[config.mk]
export PLATFORM = sky130hd
export DESIGN_NAME = vco_cal_device_flat
export DESIGN_NICKNAME = d
export VERILOG_FILES = /design/src/rtl/vco_cal_pkg.sv /design/src/rtl/synth_port_if.sv /design/src/rtl/vco_cal_device.sv /design/src/flat_wrapper.sv
export SDC_FILE = /design/constraint.sdc
export NUM_CORES = 1
export LEC_CHECK = 0
export BUFFER_PORTS_ARGS = -buffer_cell sky130_fd_sc_hd__clkbuf_2
export CORE_MARGIN = 2
export CORE_UTILIZATION = 30
export CTS_BUF_LIST = sky130_fd_sc_hd__clkbuf_8
export DETAILED_ROUTE_END_ITERATION = 16
export MAX_ROUTING_LAYER = met4
export REMOVE_ABC_BUFFERS = 1
export SLEW_MARGIN = 20
export SYNTH_ARGS = -nofsm -noshare
export SYNTH_HDL_FRONTEND = slang
export SYNTH_SLANG_ARGS = --single-unit
[constraint.sdc]
create_clock -name ref_clk_i -period 4.1 [get_ports ref_clk_i]
set_input_delay 1.23 -clock ref_clk_i [delete_from_list [all_inputs] [get_ports ref_clk_i]]
set_output_delay 1.23 -clock ref_clk_i [all_outputs]
set_load 0.05 [all_outputs]
[src/rtl/vco_cal_pkg.sv]
package vco_cal_pkg;
    // Main map addresses
    localparam logic [7:0] ADDR_RDIV = 8'h02;
    localparam logic [7:0] ADDR_INTG = 8'h03;
    localparam logic [7:0] ADDR_FRAC = 8'h04;
    localparam logic [7:0] ADDR_VCO_PORT = 8'h05;
    localparam logic [7:0] ADDR_CFG = 8'h0a;
    // Field widths
    localparam int INTG_W = 19;
    localparam int FRAC_W = 24;
    localparam int RDIV_W = 14;
    localparam int SW_W = 5;
    localparam int ERR_W = 20;
    localparam int CNT_W = 28;
    localparam int WIN_W = 22;
    // Configuration field positions
    localparam int CFG_MEAS_LO = 0;
    localparam int CFG_WAIT_LO = 6;
    localparam int CFG_FREEZE = 10;
    localparam int CFG_CAL_OFF = 11;
    localparam int CFG_DIV_LO = 13;
    // Internal serial word layout
    localparam int INTERNAL_VCO_SERIAL_LINK_DATA_LO = 7;
    localparam int INTERNAL_VCO_SERIAL_LINK_ID_W = 3;
    // Cycle counts in state machine clocks
    localparam logic [4:0] XFER_CYCLES = 5'h14;
    localparam logic [4:0] XFER_DATA_CYCLES = 5'h10;
    // Reset values
    localparam logic [15:0] CFG_RESET = 16'h0000;
    localparam logic [RDIV_W-1:0] RDIV_RESET = 14'h0001;
    localparam logic [INTG_W-1:0] INTG_RESET = 19'h00014;
    // Mute sequence words
    localparam logic [23:0] VCO_PRECONFIG = 24'h000188;
    localparam logic [23:0] VCO_MUTE_DBL = 24'h002218;
    localparam logic [23:0] VCO_MUTE_FUND = 24'h002a98;
    localparam logic [23:0] VCO_UNMUTE_DBL = 24'h002018;
    localparam logic [23:0] VCO_UNMUTE_FUND = 24'h002898;
    localparam logic [23:0] VCO_CLEAR = 24'h000000;
    // Divider code that keeps the state clock under its limit
    localparam logic [1:0] DIV_SAFE = 2'h1;

    typedef enum {
        DS_IDLE, DS_XFER, DS_WAIT, DS_MEAS, DS_LOAD
    } dev_state_t;

    typedef enum {
        HS_IDLE, HS_FIRST, HS_SECOND, HS_HOLD
    } host_state_t;

    typedef enum logic [2:0] {
        OP_WRITE = 3'h0,
        OP_PRECONFIG = 3'h1,
        OP_MUTE = 3'h2,
        OP_UNMUTE = 3'h3,
        OP_BIST_MAX = 3'h4
    } host_op_t;
endpackage : vco_cal_pkg

[src/rtl/synth_port_if.sv]
`timescale 1ns/1ps
interface synth_port_if;
    logic wr_valid;
    logic [7:0] wr_addr;
    logic [23:0] wr_data;
    logic busy;
    logic cal_done;
    logic [vco_cal_pkg::SW_W-1:0] sw_state;
    logic [vco_cal_pkg::ERR_W-1:0] cal_error;

    modport host (
        output wr_valid, wr_addr, wr_data,
        input busy, cal_done, sw_state, cal_error
    );
    modport device (
        input wr_valid, wr_addr, wr_data,
        output busy, cal_done, sw_state, cal_error
    );
endinterface : synth_port_if

[src/rtl/vco_cal_device.sv]
// What this block does
// - Count VCO edges over reference-times-R-times-2^n window
// - Codes 0-3 give n=code; 4-7 give 5-8
// - Divide ratio is integer plus fraction over 2^24
// - Target is floor(N*2^n); compare measured count
// - State clock is reference divided by 2^m
// - Host keeps state clock at or below 50 MHz; reset config gives m=0, full reference rate, until host writes config
// - Each internal serial transfer lasts 20 state clocks
// - Five-bit search uses five measurement windows
// - Insert k blocks of 128 state clocks
// - Load pending fraction after final switch value
// - Same divided clock drives 16-bit serial link
// - Host picks resolution finer than eighth sub-band step
// - Host keeps N and phase detector rate legal
// - Host preconfigures enables by writing 188h once
// - Host mutes with 2218h or 2A98h
// - Host writes zero after mute to retune
// - Host unmutes with 2018h/2898h, then zero
// - Subsystem registers reachable only through port register
// - Freeze holds manual switches, varactor at mid-rail
// - Host writes switch 0, identifier 000, for maximum
// - Frozen calibration stores 20-bit signed count error
// - Fraction write calibrates, or loads directly if disabled
`timescale 1ns/1ps
module vco_cal_device (
    // Clock and reset
    input wire logic ref_clk_i,
    input wire logic resetn_i,
    // Main port from the host
    synth_port_if.device port,
    // VCO divided output pin
    input wire logic vco_pulse_i,
    // Internal serial link to the VCO subsystem
    output logic vco_serial_clock_o,
    output logic vco_serial_data_o,
    output logic vco_serial_enable_o,
    // Modulator and varactor
    output logic [vco_cal_pkg::INTG_W-1:0] mod_int_o,
    output logic [vco_cal_pkg::FRAC_W-1:0] mod_frac_o,
    output logic mod_load_o,
    output logic vtune_hold_o
);
    typedef struct packed {
        vco_cal_pkg::dev_state_t st;
        logic [4:0] div;
        logic [1:0] vsync;
        logic vprev;
        logic [vco_cal_pkg::WIN_W-1:0] win;
        logic [vco_cal_pkg::CNT_W-1:0] vcnt;
        logic [8:0] wcnt;
        logic [2:0] bitidx;
        logic [vco_cal_pkg::SW_W-1:0] sw;
        logic [4:0] xcnt;
        logic [15:0] shift;
        logic fin;
        logic manual;
        logic [vco_cal_pkg::INTG_W-1:0] intg;
        logic [vco_cal_pkg::FRAC_W-1:0] frac_pend;
        logic [vco_cal_pkg::RDIV_W-1:0] rdiv;
        logic [15:0] cfg;
        logic [15:0] vco_word;
        logic sclk;
        logic sdat;
        logic sen;
        logic [vco_cal_pkg::INTG_W-1:0] mod_int;
        logic [vco_cal_pkg::FRAC_W-1:0] mod_frac;
        logic mod_load;
        logic vhold;
        logic busy;
        logic done;
        logic [vco_cal_pkg::ERR_W-1:0] err;
    } dev_reg_t;

    dev_reg_t q;
    dev_reg_t d;

    // Measurement exponent from the 3-bit length code
    function automatic logic [3:0] meas_exp(input logic [2:0] code);
        meas_exp = code[2] ? {1'b0, code} + 4'h1 : {1'b0, code};
    endfunction : meas_exp

    // Divider mask for m = 0, 2, 4, 5
    function automatic logic [4:0] div_mask(input logic [1:0] code);
        case (code)
            2'h0: div_mask = 5'h00;
            2'h1: div_mask = 5'h03;
            2'h2: div_mask = 5'h0f;
            default: div_mask = 5'h1f;
        endcase
    endfunction : div_mask

    // Switch word keeps the host's subsystem identifier
    function automatic logic [15:0] sw_word(input logic [vco_cal_pkg::SW_W-1:0] sw,
                                            input logic [15:0] host_word);
        sw_word = {4'h0, sw, 4'h0, host_word[vco_cal_pkg::INTERNAL_VCO_SERIAL_LINK_ID_W-1:0]};
    endfunction : sw_word

    logic [3:0] n_exp;
    logic [1:0] m_code;
    logic tick;
    logic vedge;
    logic [50:0] n_scaled;
    logic [vco_cal_pkg::CNT_W-1:0] target;
    logic [vco_cal_pkg::WIN_W-1:0] win_len;
    logic [8:0] wait_len;
    logic [vco_cal_pkg::CNT_W-1:0] vfinal;
    logic cal_on;
    logic freeze;

    always_comb begin
        n_exp = meas_exp(q.cfg[vco_cal_pkg::CFG_MEAS_LO +: 3]);
        m_code = q.cfg[vco_cal_pkg::CFG_DIV_LO +: 2];
        tick = (q.div & div_mask(m_code)) == div_mask(m_code);
        vedge = q.vsync[1] & ~q.vprev;
        n_scaled = {8'h00, q.intg, q.frac_pend} << n_exp;
        target = {1'b0, n_scaled[50:24]};
        win_len = {8'h00, q.rdiv} << n_exp;
        wait_len = {q.cfg[vco_cal_pkg::CFG_WAIT_LO +: 2], 7'h00};
        vfinal = q.vcnt + {27'h0000000, vedge};
        cal_on = ~q.cfg[vco_cal_pkg::CFG_CAL_OFF];
        freeze = q.cfg[vco_cal_pkg::CFG_FREEZE];
    end

    always_comb begin
        d = q;
        d.div = q.div + 5'h01;
        d.vsync = {q.vsync[0], vco_pulse_i};
        d.vprev = q.vsync[1];
        d.mod_load = 1'b0;
        d.done = 1'b0;
        d.sclk = 1'b0;
        d.vhold = (q.st != vco_cal_pkg::DS_IDLE) || freeze;
        case (q.st)
            vco_cal_pkg::DS_IDLE: begin
                if (port.wr_valid) begin
                    case (port.wr_addr)
                        vco_cal_pkg::ADDR_RDIV: d.rdiv = port.wr_data[vco_cal_pkg::RDIV_W-1:0];
                        vco_cal_pkg::ADDR_INTG: d.intg = port.wr_data[vco_cal_pkg::INTG_W-1:0];
                        vco_cal_pkg::ADDR_CFG: d.cfg = port.wr_data[15:0];
                        vco_cal_pkg::ADDR_VCO_PORT: begin
                            d.vco_word = port.wr_data[15:0];
                            d.shift = port.wr_data[15:0];
                            d.sw = port.wr_data[vco_cal_pkg::INTERNAL_VCO_SERIAL_LINK_DATA_LO +: vco_cal_pkg::SW_W];
                            d.manual = 1'b1;
                            d.xcnt = 5'h00;
                            d.busy = 1'b1;
                            d.st = vco_cal_pkg::DS_XFER;
                        end
                        vco_cal_pkg::ADDR_FRAC: begin
                            d.frac_pend = port.wr_data[vco_cal_pkg::FRAC_W-1:0];
                            if (cal_on) begin
                                d.busy = 1'b1;
                                d.manual = 1'b0;
                                d.fin = 1'b0;
                                if (freeze) begin
                                    d.wcnt = 9'h000;
                                    d.st = vco_cal_pkg::DS_WAIT;
                                end else begin
                                    d.sw = 5'h10;
                                    d.bitidx = 3'h4;
                                    d.shift = sw_word(5'h10, q.vco_word);
                                    d.xcnt = 5'h00;
                                    d.st = vco_cal_pkg::DS_XFER;
                                end
                            end else begin
                                d.st = vco_cal_pkg::DS_LOAD;
                            end
                        end
                        default: d.busy = 1'b0;
                    endcase
                end
            end
            vco_cal_pkg::DS_XFER: begin
                if (tick) begin
                    // Enable opens on a tick, so it spans whole state clocks
                    d.sen = 1'b1;
                    d.xcnt = q.xcnt + 5'h01;
                    d.sclk = q.xcnt < vco_cal_pkg::XFER_DATA_CYCLES;
                    d.sdat = q.shift[15];
                    d.shift = {q.shift[14:0], 1'b0};
                    if (q.xcnt == vco_cal_pkg::XFER_CYCLES) begin
                        d.sen = 1'b0;
                        d.sdat = 1'b0;
                        if (q.manual) begin
                            d.busy = 1'b0;
                            d.st = vco_cal_pkg::DS_IDLE;
                        end else if (q.fin) begin
                            d.st = vco_cal_pkg::DS_LOAD;
                        end else begin
                            d.wcnt = 9'h000;
                            d.st = vco_cal_pkg::DS_WAIT;
                        end
                    end
                end
            end
            vco_cal_pkg::DS_WAIT: begin
                if (q.wcnt >= wait_len) begin
                    d.win = '0;
                    d.vcnt = '0;
                    d.st = vco_cal_pkg::DS_MEAS;
                end else if (tick) begin
                    d.wcnt = q.wcnt + 9'h001;
                end
            end
            vco_cal_pkg::DS_MEAS: begin
                d.win = q.win + 22'h000001;
                d.vcnt = vfinal;
                if (q.win + 22'h000001 >= win_len) begin
                    // Difference is cut to the field width; two's complement keeps the sign
                    d.err = 20'(vfinal - target);
                    if (freeze) begin
                        d.st = vco_cal_pkg::DS_LOAD;
                    end else begin
                        // Fast VCO keeps the trial bit, since higher switch codes tune lower
                        if (vfinal <= target) begin
                            d.sw[q.bitidx] = 1'b0;
                        end
                        if (q.bitidx == 3'h0) begin
                            d.fin = 1'b1;
                        end else begin
                            d.bitidx = q.bitidx - 3'h1;
                            d.sw[q.bitidx - 3'h1] = 1'b1;
                        end
                        d.shift = sw_word(d.sw, q.vco_word);
                        d.xcnt = 5'h00;
                        d.st = vco_cal_pkg::DS_XFER;
                    end
                end
            end
            vco_cal_pkg::DS_LOAD: begin
                d.mod_int = q.intg;
                d.mod_frac = q.frac_pend;
                d.mod_load = 1'b1;
                d.done = 1'b1;
                d.busy = 1'b0;
                d.st = vco_cal_pkg::DS_IDLE;
            end
            default: d.st = vco_cal_pkg::DS_IDLE;
        endcase
    end

    always_ff @(posedge ref_clk_i or negedge resetn_i) begin
        if (!resetn_i) begin
            q <= '0;
            q.st <= vco_cal_pkg::DS_IDLE;
            q.cfg <= vco_cal_pkg::CFG_RESET;
            q.rdiv <= vco_cal_pkg::RDIV_RESET;
            q.intg <= vco_cal_pkg::INTG_RESET;
        end else begin
            q <= d;
        end
    end

    assign vco_serial_clock_o = q.sclk;
    assign vco_serial_data_o = q.sdat;
    assign vco_serial_enable_o = q.sen;
    assign mod_int_o = q.mod_int;
    assign mod_frac_o = q.mod_frac;
    assign mod_load_o = q.mod_load;
    assign vtune_hold_o = q.vhold;
    assign port.busy = q.busy;
    assign port.cal_done = q.done;
    assign port.sw_state = q.sw;
    assign port.cal_error = q.err;
endmodule : vco_cal_device

[src/flat_wrapper.sv]
// flat-port wrapper written by rule: the top's interface ports become plain ports
module vco_cal_device_flat 
  (ref_clk_i, resetn_i, vco_pulse_i, vco_serial_clock_o, vco_serial_data_o, vco_serial_enable_o, mod_int_o, mod_frac_o, mod_load_o, vtune_hold_o, port_wr_valid, port_wr_addr, port_wr_data, port_busy, port_cal_done, port_sw_state, port_cal_error);
  synth_port_if port_i ();
  input wire logic ref_clk_i;
  input wire logic resetn_i;
  input wire logic vco_pulse_i;
  output logic vco_serial_clock_o;
  output logic vco_serial_data_o;
  output logic vco_serial_enable_o;
  output logic [vco_cal_pkg::INTG_W-1:0] mod_int_o;
  output logic [vco_cal_pkg::FRAC_W-1:0] mod_frac_o;
  output logic mod_load_o;
  output logic vtune_hold_o;
  input wire logic [$bits(port_i.wr_valid)-1:0] port_wr_valid;
  input wire logic [$bits(port_i.wr_addr)-1:0] port_wr_addr;
  input wire logic [$bits(port_i.wr_data)-1:0] port_wr_data;
  output wire logic [$bits(port_i.busy)-1:0] port_busy;
  output wire logic [$bits(port_i.cal_done)-1:0] port_cal_done;
  output wire logic [$bits(port_i.sw_state)-1:0] port_sw_state;
  output wire logic [$bits(port_i.cal_error)-1:0] port_cal_error;
  assign port_i.wr_valid = port_wr_valid;
  assign port_i.wr_addr = port_wr_addr;
  assign port_i.wr_data = port_wr_data;
  assign port_busy = port_i.busy;
  assign port_cal_done = port_i.cal_done;
  assign port_sw_state = port_i.sw_state;
  assign port_cal_error = port_i.cal_error;
  vco_cal_device u_core (.ref_clk_i(ref_clk_i), .resetn_i(resetn_i), .port(port_i), .vco_pulse_i(vco_pulse_i), .vco_serial_clock_o(vco_serial_clock_o), .vco_serial_data_o(vco_serial_data_o), .vco_serial_enable_o(vco_serial_enable_o), .mod_int_o(mod_int_o), .mod_frac_o(mod_frac_o), .mod_load_o(mod_load_o), .vtune_hold_o(vtune_hold_o));
endmodule
==> summary.txt, run 1 <==
Worst setup path
  – WP buf/inv: 2
  – CP delay by family, top: simple AND/OR/NAND/NOR gates
  – CP Depth: 15
  – CP Launch Type: flip-flop
  – CP Data Required Time: 4530 ps
  – Critical Path Slowest Stage Cell: or4_4
  – Classification of the worst setup path: reg2reg
  – CP Data Arrival Time: 4680 ps
  – CP Capture Type: flip-flop
  – CP Cell Sequence: ha_1, mux2_4, buf_12, buf_4, mux2i_1, mux2i_1, nand2_1, nand2_1, ha_1, nand4_1, or4_4, nand2b_4, a2111o_1, o31ai_2, a41oi_1
  – Crit Path Max Fanout: 8
  – Critical path's largest stage delay: 560 ps
  – R2R depth: 15

Global route
  – Largest net degree at the start of global routing: 94
  – GR Overflow Total: 0
  – Total GRT Usage: 17.4%
  – Vias in the first global route: 12.7k
  – Initial antenna violation count: 0
  – First-pass GRT wire length: 71.5 mm

Final layout
  – Layout cells sized above 1: 35.8%
  – N_diodes: 0
  – # fillers: 4925
  – Sequential Area: 5980 um2
  – Nets: 1913
  – Layout area overhead: 26.5%
  – Multi-input logic area: 9140 um2
  – Final Util: 38.5%

Die
  – Width of the die: 230 um
  – # IOs: 111
  – Chip height: 230 um
  – # rows: 82
  – Total die area: 52700 um2
  – Starting Density: 30.4%
  – CORE AREA: 50200 um2

Yosys
  – YS warnings: 0
  – Post-synth EDFFs: 0
  – Cell Area, Synth: 15300 um2
  – Ys async rst share: 100%
  – Distinct cells, synth: 77
  – Synth Instances: 1606
  – Post-synth top flop: dfrtp_1
  – Seq/Total Area, Yosys: 39.2%
  – FF+latch count, synth: 239
  – Post-synthesis area per instance: 9.51 um2

Timing
  – Slew @ Worst Pin: 833 ps
  – Slew HR: 44.5%
  – Fin Clk Skew: 46.9 ps
  – Setup violators final: 14
  – Fin. max-slew vios: 0
  – Final TNS setup: -737 ps
  – Worst Setup Slack, final: -141 ps
  – Crit path time final: 4240 ps
  – F_max: 0.236 GHz
  – Unrepaired setup endpoints after global routing: yes
  – Final Hold Fails: 0
  – Final worst-path cycle share: 103%

Detailed routing
  – Vias per cell: 5.16
  – DRT iter0 DRCs: 1065
  – Vias: 13.0k
  – Avg WL per Cell: 17.9 um
  – Antenna viol nets, final: 0
  – Final WL: 45.1 mm
  – DRC: 0
  – TritonRoute pass-1 iters: 5

Status
  – Status: finished with violations
  – Failing checks: setup timing

Clock network
  – Clk_lat worst skew: 620 ps
  – Clock-pin slew on the worst setup and hold paths: 60 ps
  – Root Driver: clkbuf_8
  – Clock Tree Buf Depth: 3
  – Hold_buf cts: 0
  – H-tree depth reported by CTS: 2
  – Clock tree sinks: 239
  – TritonCTS clock tree: done
  – CTS Buf Count: 44

Pwr
  – Peak VDD IR: 0.366 mV
  – LEAKAGE: 9.10 nW
  – PD cells: 484 nW/um2
  – Net Sw Frac: 41.1%
  – Clk pwr share: 25.1%
  – Comb pwr share: 42.4%
  – Net Sw Power: 3.85 mW
  – Internal power: 5.50 mW
  – Reg power frac: 32.5%

Run
  – Maxcap violations: 0

Placement
  – Final GP Congestion: 0.945
  – Port bufs: 110
  – Dpl hpwl: 32.9 mm

Worst hold path
  – Hold path cells: 0
  – Worst Hold Class: reg2reg
synth_stat cells (4+ instances only):
| cell | count | area (um2) |
|---|---|---|
| o31ai_1 | 25 | 188 |
| a21o_1 | 15 | 113 |
| inv_1 | 35 | 131 |
| xnor2_1 | 38 | 333 |
| and3_1 | 20 | 125 |
| mux2i_1 | 106 | 1060 |
| nor3_1 | 20 | 100 |
| o22ai_1 | 6 | 37.5 |
| nand4_1 | 19 | 119 |
| nand2b_1 | 12 | 75.1 |
| or2_2 | 7 | 43.8 |
| buf_1 | 15 | 56.3 |
| buf_4 | 71 | 533 |
| o211ai_1 | 4 | 30.0 |
| mux2_2 | 134 | 1510 |
| a2111oi_0 | 4 | 35.0 |
| dfrtp_1 | 236 | 5910 |
| a21oi_1 | 55 | 275 |
| o21ai_0 | 123 | 616 |
| or3_1 | 10 | 62.6 |
| nor2_1 | 85 | 319 |
| ha_1 | 62 | 776 |
| xor2_1 | 23 | 201 |
| or4_1 | 8 | 60.1 |
| nand3b_1 | 7 | 52.6 |
| nor4_1 | 4 | 25.0 |
| nor2b_1 | 8 | 50.1 |
| and2_1 | 10 | 62.6 |
| a22o_1 | 4 | 35.0 |
| nand3_1 | 40 | 200 |
| nand2_1 | 214 | 803 |
| a211oi_1 | 10 | 75.1 |
| buf_2 | 11 | 55.1 |
| o21a_1 | 5 | 37.5 |
| clkbuf_1 | 55 | 206 |
| a31oi_1 | 30 | 188 |
kinds of logic after synthesis:
| logic type | after synthesis | synth area share (%) |
|---|---|---|
| simple gates | 483 | 15.0 |
| compound gates | 332 | 13.7 |
| mux | 240 | 16.8 |
| flops | 239 | 39.2 |
| buf+inv | 188 | 6.51 |
| fa+ha+maj | 63 | 5.21 |
| xor+xnor | 61 | 3.50 |
routing by layer:
metal  share of wire (%)  GRT usage, %
met1                  48          24.1
met2                  45          25.8
met3                 5.2          2.75
met4                 2.5          5.68
met5                   0             -
sequential cells by signal (all words and copies together), names as in the netlist:
| register | flops |
|---|---|
| u_core.mod_frac_o | 24 |
| u_core.m_code | 2 |
| u_core.vco_serial_clock_o | 1 |
| u_core.vtune_hold_o | 1 |
| u_core.port.sw_state | 5 |
| u_core.mod_load_o | 1 |
| u_core.port.busy | 1 |
| u_core.d | 2 |
| u_core.mod_int_o | 19 |
| u_core.vco_serial_data_o | 1 |
| u_core.vco_serial_enable_o | 1 |
| u_core.freeze | 1 |
| u_core.q | 160 |
| u_core.port.cal_error | 20 |
worst reg2reg max path, stage by stage (launching register included):
cell	delay [ps]
dfrtp_1	400
ha_1	310
mux2_4	340
buf_12	160
buf_4	170
mux2i_1	210
mux2i_1	140
nand2_1	90
nand2_1	110
ha_1	330
nand4_1	120
or4_4	570
nand2b_4	160
a2111o_1	540
o31ai_2	270
a41oi_1	160
power by group through the flow:
stage | combinational [mW] | sequential [mW] | clock, mW
after floorplan | 1.72 | 3.63 | 0
after global placement | 3.63 | 3.04 | 0
after detailed placement | 3.68 | 3.05 | 0
after CTS | 3.80 | 3.02 | 2.42
after global routing | 4.27 | 3.09 | 2.53
final | 3.97 | 3.04 | 2.35
per-stage QoR:
stage / instance area [um2] / power, mW / hold WS, ps / setup slack, ps / instances
final: 19300 / 9.35 / 349 / -141 / 2516
after global routing: 19300 / 9.89 / 356 / -334 / 2516
after CTS: 18700 / 9.25 / 352 / -47.7 / 2502
after detailed placement: 17400 / 6.73 / 343 / -312 / 2418
after global placement: 17400 / 6.67 / 354 / -176 / 2418
after floorplan: 14400 / 5.35 / 331 / -3380 / 1453
layout make-up:
type | count | area share, %
Multi-Input combinational cell | 1179 | 47.3
Sequential cell | 239 | 31.0
Timing Repair Buffer | 315 | 12.1
Tap cell | 672 | 4.35
Clock buffer | 55 | 3.92
Inverter | 35 | 0.680
Clock inverter | 21 | 0.660
path summary, 6_finish.rpt:
check,from,to,slack [ps]
setup reg to reg,u_core.q[86],u_core.port.sw_state[3],-140
min in group asynchronous,resetn_i,u_core.q[257],640
max in group asynchronous,resetn_i,u_core.q[142],2620
hold / removal,u_core.d[251],u_core.d[249],350
setup / recovery,u_core.q[86],u_core.port.sw_state[3],-140
hold reg to reg,u_core.d[251],u_core.d[249],350
what timing repair did:
item,CTS,global route
buffers inserted,7,14
resized for setup,89,89
cloned,1,0
pin swaps,19,12
endpoints found under the setup margin,53,53
placed cells by master (no fill, tap or decap), types with 16 or more instances in the layout:
| cell type | netlist | routed |
|---|---|---|
| xor2_1 | 23 | 21 |
| nor3_1 | 20 | 16 |
| nand3_1 | 40 | 38 |
| nand2_1 | 214 | 208 |
| o21ai_0 | 123 | 112 |
| a31oi_1 | 30 | 29 |
| o31ai_1 | 25 | 19 |
| dfrtp_1 | 236 | 236 |
| mux2i_1 | 106 | 54 |
| clkbuf_8 | 0 | 55 |
| a21oi_1 | 55 | 47 |
| clkbuf_2 | 0 | 109 |
| buf_4 | 71 | 179 |
| mux2i_4 | 0 | 21 |
| inv_1 | 35 | 49 |
| nor2_1 | 85 | 79 |
| mux2i_2 | 0 | 31 |
| and3_1 | 20 | 17 |
| ha_1 | 62 | 52 |
| nand4_1 | 19 | 19 |
| xnor2_1 | 38 | 37 |
| mux2_2 | 134 | 133 |
Power figures use the tool's default switching activity.
==> run 2: changes to the inputs <==
- CORE_MARGIN: 2 -> default
- SETUP_SLACK_MARGIN: default -> 0.4
==> run 2 against run 1 <==
- the run still ends with setup timing left
- critical path type unchanged
- design area rose by 3.1%
- highest routed layer unchanged
- die area fell by 1.7%
- core utilization rose by 1.2 points
- largest power group unchanged
- clock skew barely moved
==> summary.txt, run 2 (synthesis gave the netlist of run 1 again) <==
Detailed routing
  – Vias: 13.0k
  – DRT iter0 DRCs: 858
  – Vias per cell: 5.11
  – Antenna viol nets, final: 0
  – TritonRoute pass-1 iters: 5
  – DRC: 0
  – Final WL: 45.4 mm
  – Avg WL per Cell: 17.8 um

Timing
  – Final worst-path cycle share: 106%
  – F_max: 0.231 GHz
  – Crit path time final: 4330 ps
  – Worst Setup Slack, final: -230 ps
  – Fin. max-slew vios: 0
  – Setup violators final: 38
  – Fin Clk Skew: 47.1 ps
  – Final Hold Fails: 0
  – Slew @ Worst Pin: 798 ps
  – Slew HR: 46.4%
  – Unrepaired setup endpoints after global routing: yes

Final layout
  – Nets: 1941
  – Max reg flops: 160
  – Final Util: 39.7%
  – Most frequent cells in the layout: 235 x dfrtp_1, 204 x nand2_1, 199 x buf_4
  – Post-route insts no fill: 2546
  – Fin area: 19900 um2
  – Multi-input logic area: 9450 um2
  – Commonest non-fill, non-tap cell in the layout: dfrtp_1
  – Sequential Area: 5990 um2
  – Largest Register: u_core.q
  – # fillers: 4959
  – Layout area overhead: 30.5%
  – Layout cells sized above 1: 39.0%

Worst setup path
  – CP Capture Type: flip-flop
  – CP Cell Sequence: buf_4, ha_4, mux2_4, buf_8, buf_12, mux2i_2, buf_4, mux2i_2, nand2_1, nand2_1, ha_4, nand4_1, or4_4, nand2b_4, a2111o_1, o31ai_2, a41oi_1
  – R2R depth: 17
  – Classification of the worst setup path: reg2reg
  – R2r startpoint: u_core.q[86]
  – Critical path's largest stage delay: 540 ps
  – CP Launch Type: flip-flop
  – CP delay by family, top: simple AND/OR/NAND/NOR gates
  – CP Data Required Time: 4540 ps
  – FF-to-FF End: u_core.port.sw_state[2]
  – Critical Path Slowest Stage Cell: a2111o_1
  – CP Data Arrival Time: 4770 ps
  – WP buf/inv: 4
  – Slack of the worst reg-to-reg path: -230 ps
  – Crit Path Max Fanout: 6

Clock network
  – CTS Buf Count: 44
  – Clock Tree Buf Depth: 3
  – Clock tree sinks: 239
  – TritonCTS clock tree: done
  – Clock-pin slew on the worst setup and hold paths: 60 ps
  – H-tree depth reported by CTS: 2
  – Hold_buf cts: 0
  – Root Driver: clkbuf_8
  – Clk_lat worst skew: 630 ps

Worst hold path
  – Hold Startpoint: u_core.d[249]
  – Worst Hold Path EP: u_core.q[249]
  – Worst Hold Class: reg2reg
  – Hold path cells: 0

Die
  – Starting Density: 30.4%
  – # IOs: 111
  – Chip height: 228 um
  – CORE AREA: 50200 um2
  – Total die area: 51800 um2
  – # rows: 82
  – Width of the die: 228 um

Global route
  – Gr busiest metal: met2
  – Largest net degree at the start of global routing: 96
  – First-pass GRT wire length: 71.9 mm
  – GRT met3 Usage: 3.41%
  – GR Overflow Total: 0
  – Routing usage on met1: 24.8%
  – Vias in the first global route: 12.9k
  – Initial antenna violation count: 1
  – Met2 GRT Util: 27.4%
  – Total GRT Usage: 18.2%

Pwr
  – Tot Pwr: 9.55 mW
  – Peak VDD IR: 0.321 mV
  – LEAKAGE: 9.33 nW
  – PD cells: 480 nW/um2

Run
  – Maxcap violations: 0

Placement
  – Dpl ws: -353 ps
  – Placed Cells: 2430
  – Dpl hpwl: 32.8 mm
  – Area after DPL: 17400 um2
  – Port bufs: 110
  – Final GP Congestion: 0.953

Status
  – Status: finished with violations
  – Failing checks: setup timing
run 2: cell count changes in the layout (fill, tap and decap cells not counted), moves of 5 or more:
cell     change
mux2_4       +8
mux2i_1     -14
mux2_2       -8
buf_6        +8
ha_1         -5
o21ai_1      +7
buf_4       +20
mux2i_2      +7
mux2i_4      +7
o21ai_0     -12
run 2: worst max path at each step:
stage / startpoint / endpoint / slack (ps) / depth (start not counted)
4_1_cts: u_core.q[86] / u_core.port.sw_state[0] / -140 / 18
2_1_floorplan: u_core.q[88] / u_core.q[161] / -3380 / 13
5_1_grt: u_core.q[86] / u_core.port.sw_state[2] / -390 / 17
3_5_place_dp: u_core.q[86] / u_core.port.sw_state[1] / -350 / 17
3_3_place_gp: u_core.q[249] / u_core.q[168] / -360 / 16
6_report: u_core.q[86] / u_core.port.sw_state[2] / -230 / 17
run 2: per-layer routing:
layer	part of all wire, %	routed length [um]	vias to the layer above
met1	47	21500	6427
met3	5.0	2290	70
li1	-	-	6203
met2	45	20600	317
met4	2.3	1050	0
met5	0	0	-
run 2: repair_timing:
item,CTS,global route
hold endpoints to repair,0,0
resized for setup,169,97
setup endpoints to repair,53,53
gates cloned,3,1
pin swaps,34,14
buffers inserted,24,10
run 2: power breakdown:
| group | switching, mW | leakage (nW) | internal (mW) | total, mW |
|---|---|---|---|---|
| logic | 2.52 | 5.59 | 1.64 | 4.15 |
| registers | 0.319 | 3.23 | 2.72 | 3.04 |
| clock network | 1.07 | 0.512 | 1.29 | 2.36 |
run 2: stage by stage:
stage / setup TNS [ps] / hold slack [ps]
final: -3590 / 371
after detailed placement: -8190 / 339
after floorplan: -153650 / 331
after global placement: -6630 / 356
after CTS: -790 / 373
after global routing: -10080 / 380
run 2: final cells by class:
cell class | count | area share, %
antenna | 1 | 0.0126
clock buffer | 59 | 4.08
clock inverter | 18 | 0.484
inverter | 35 | 0.660
multi-input combinational | 1179 | 47.4
sequential | 239 | 30.0
tap | 672 | 4.22
timing repair buffer | 343 | 13.1
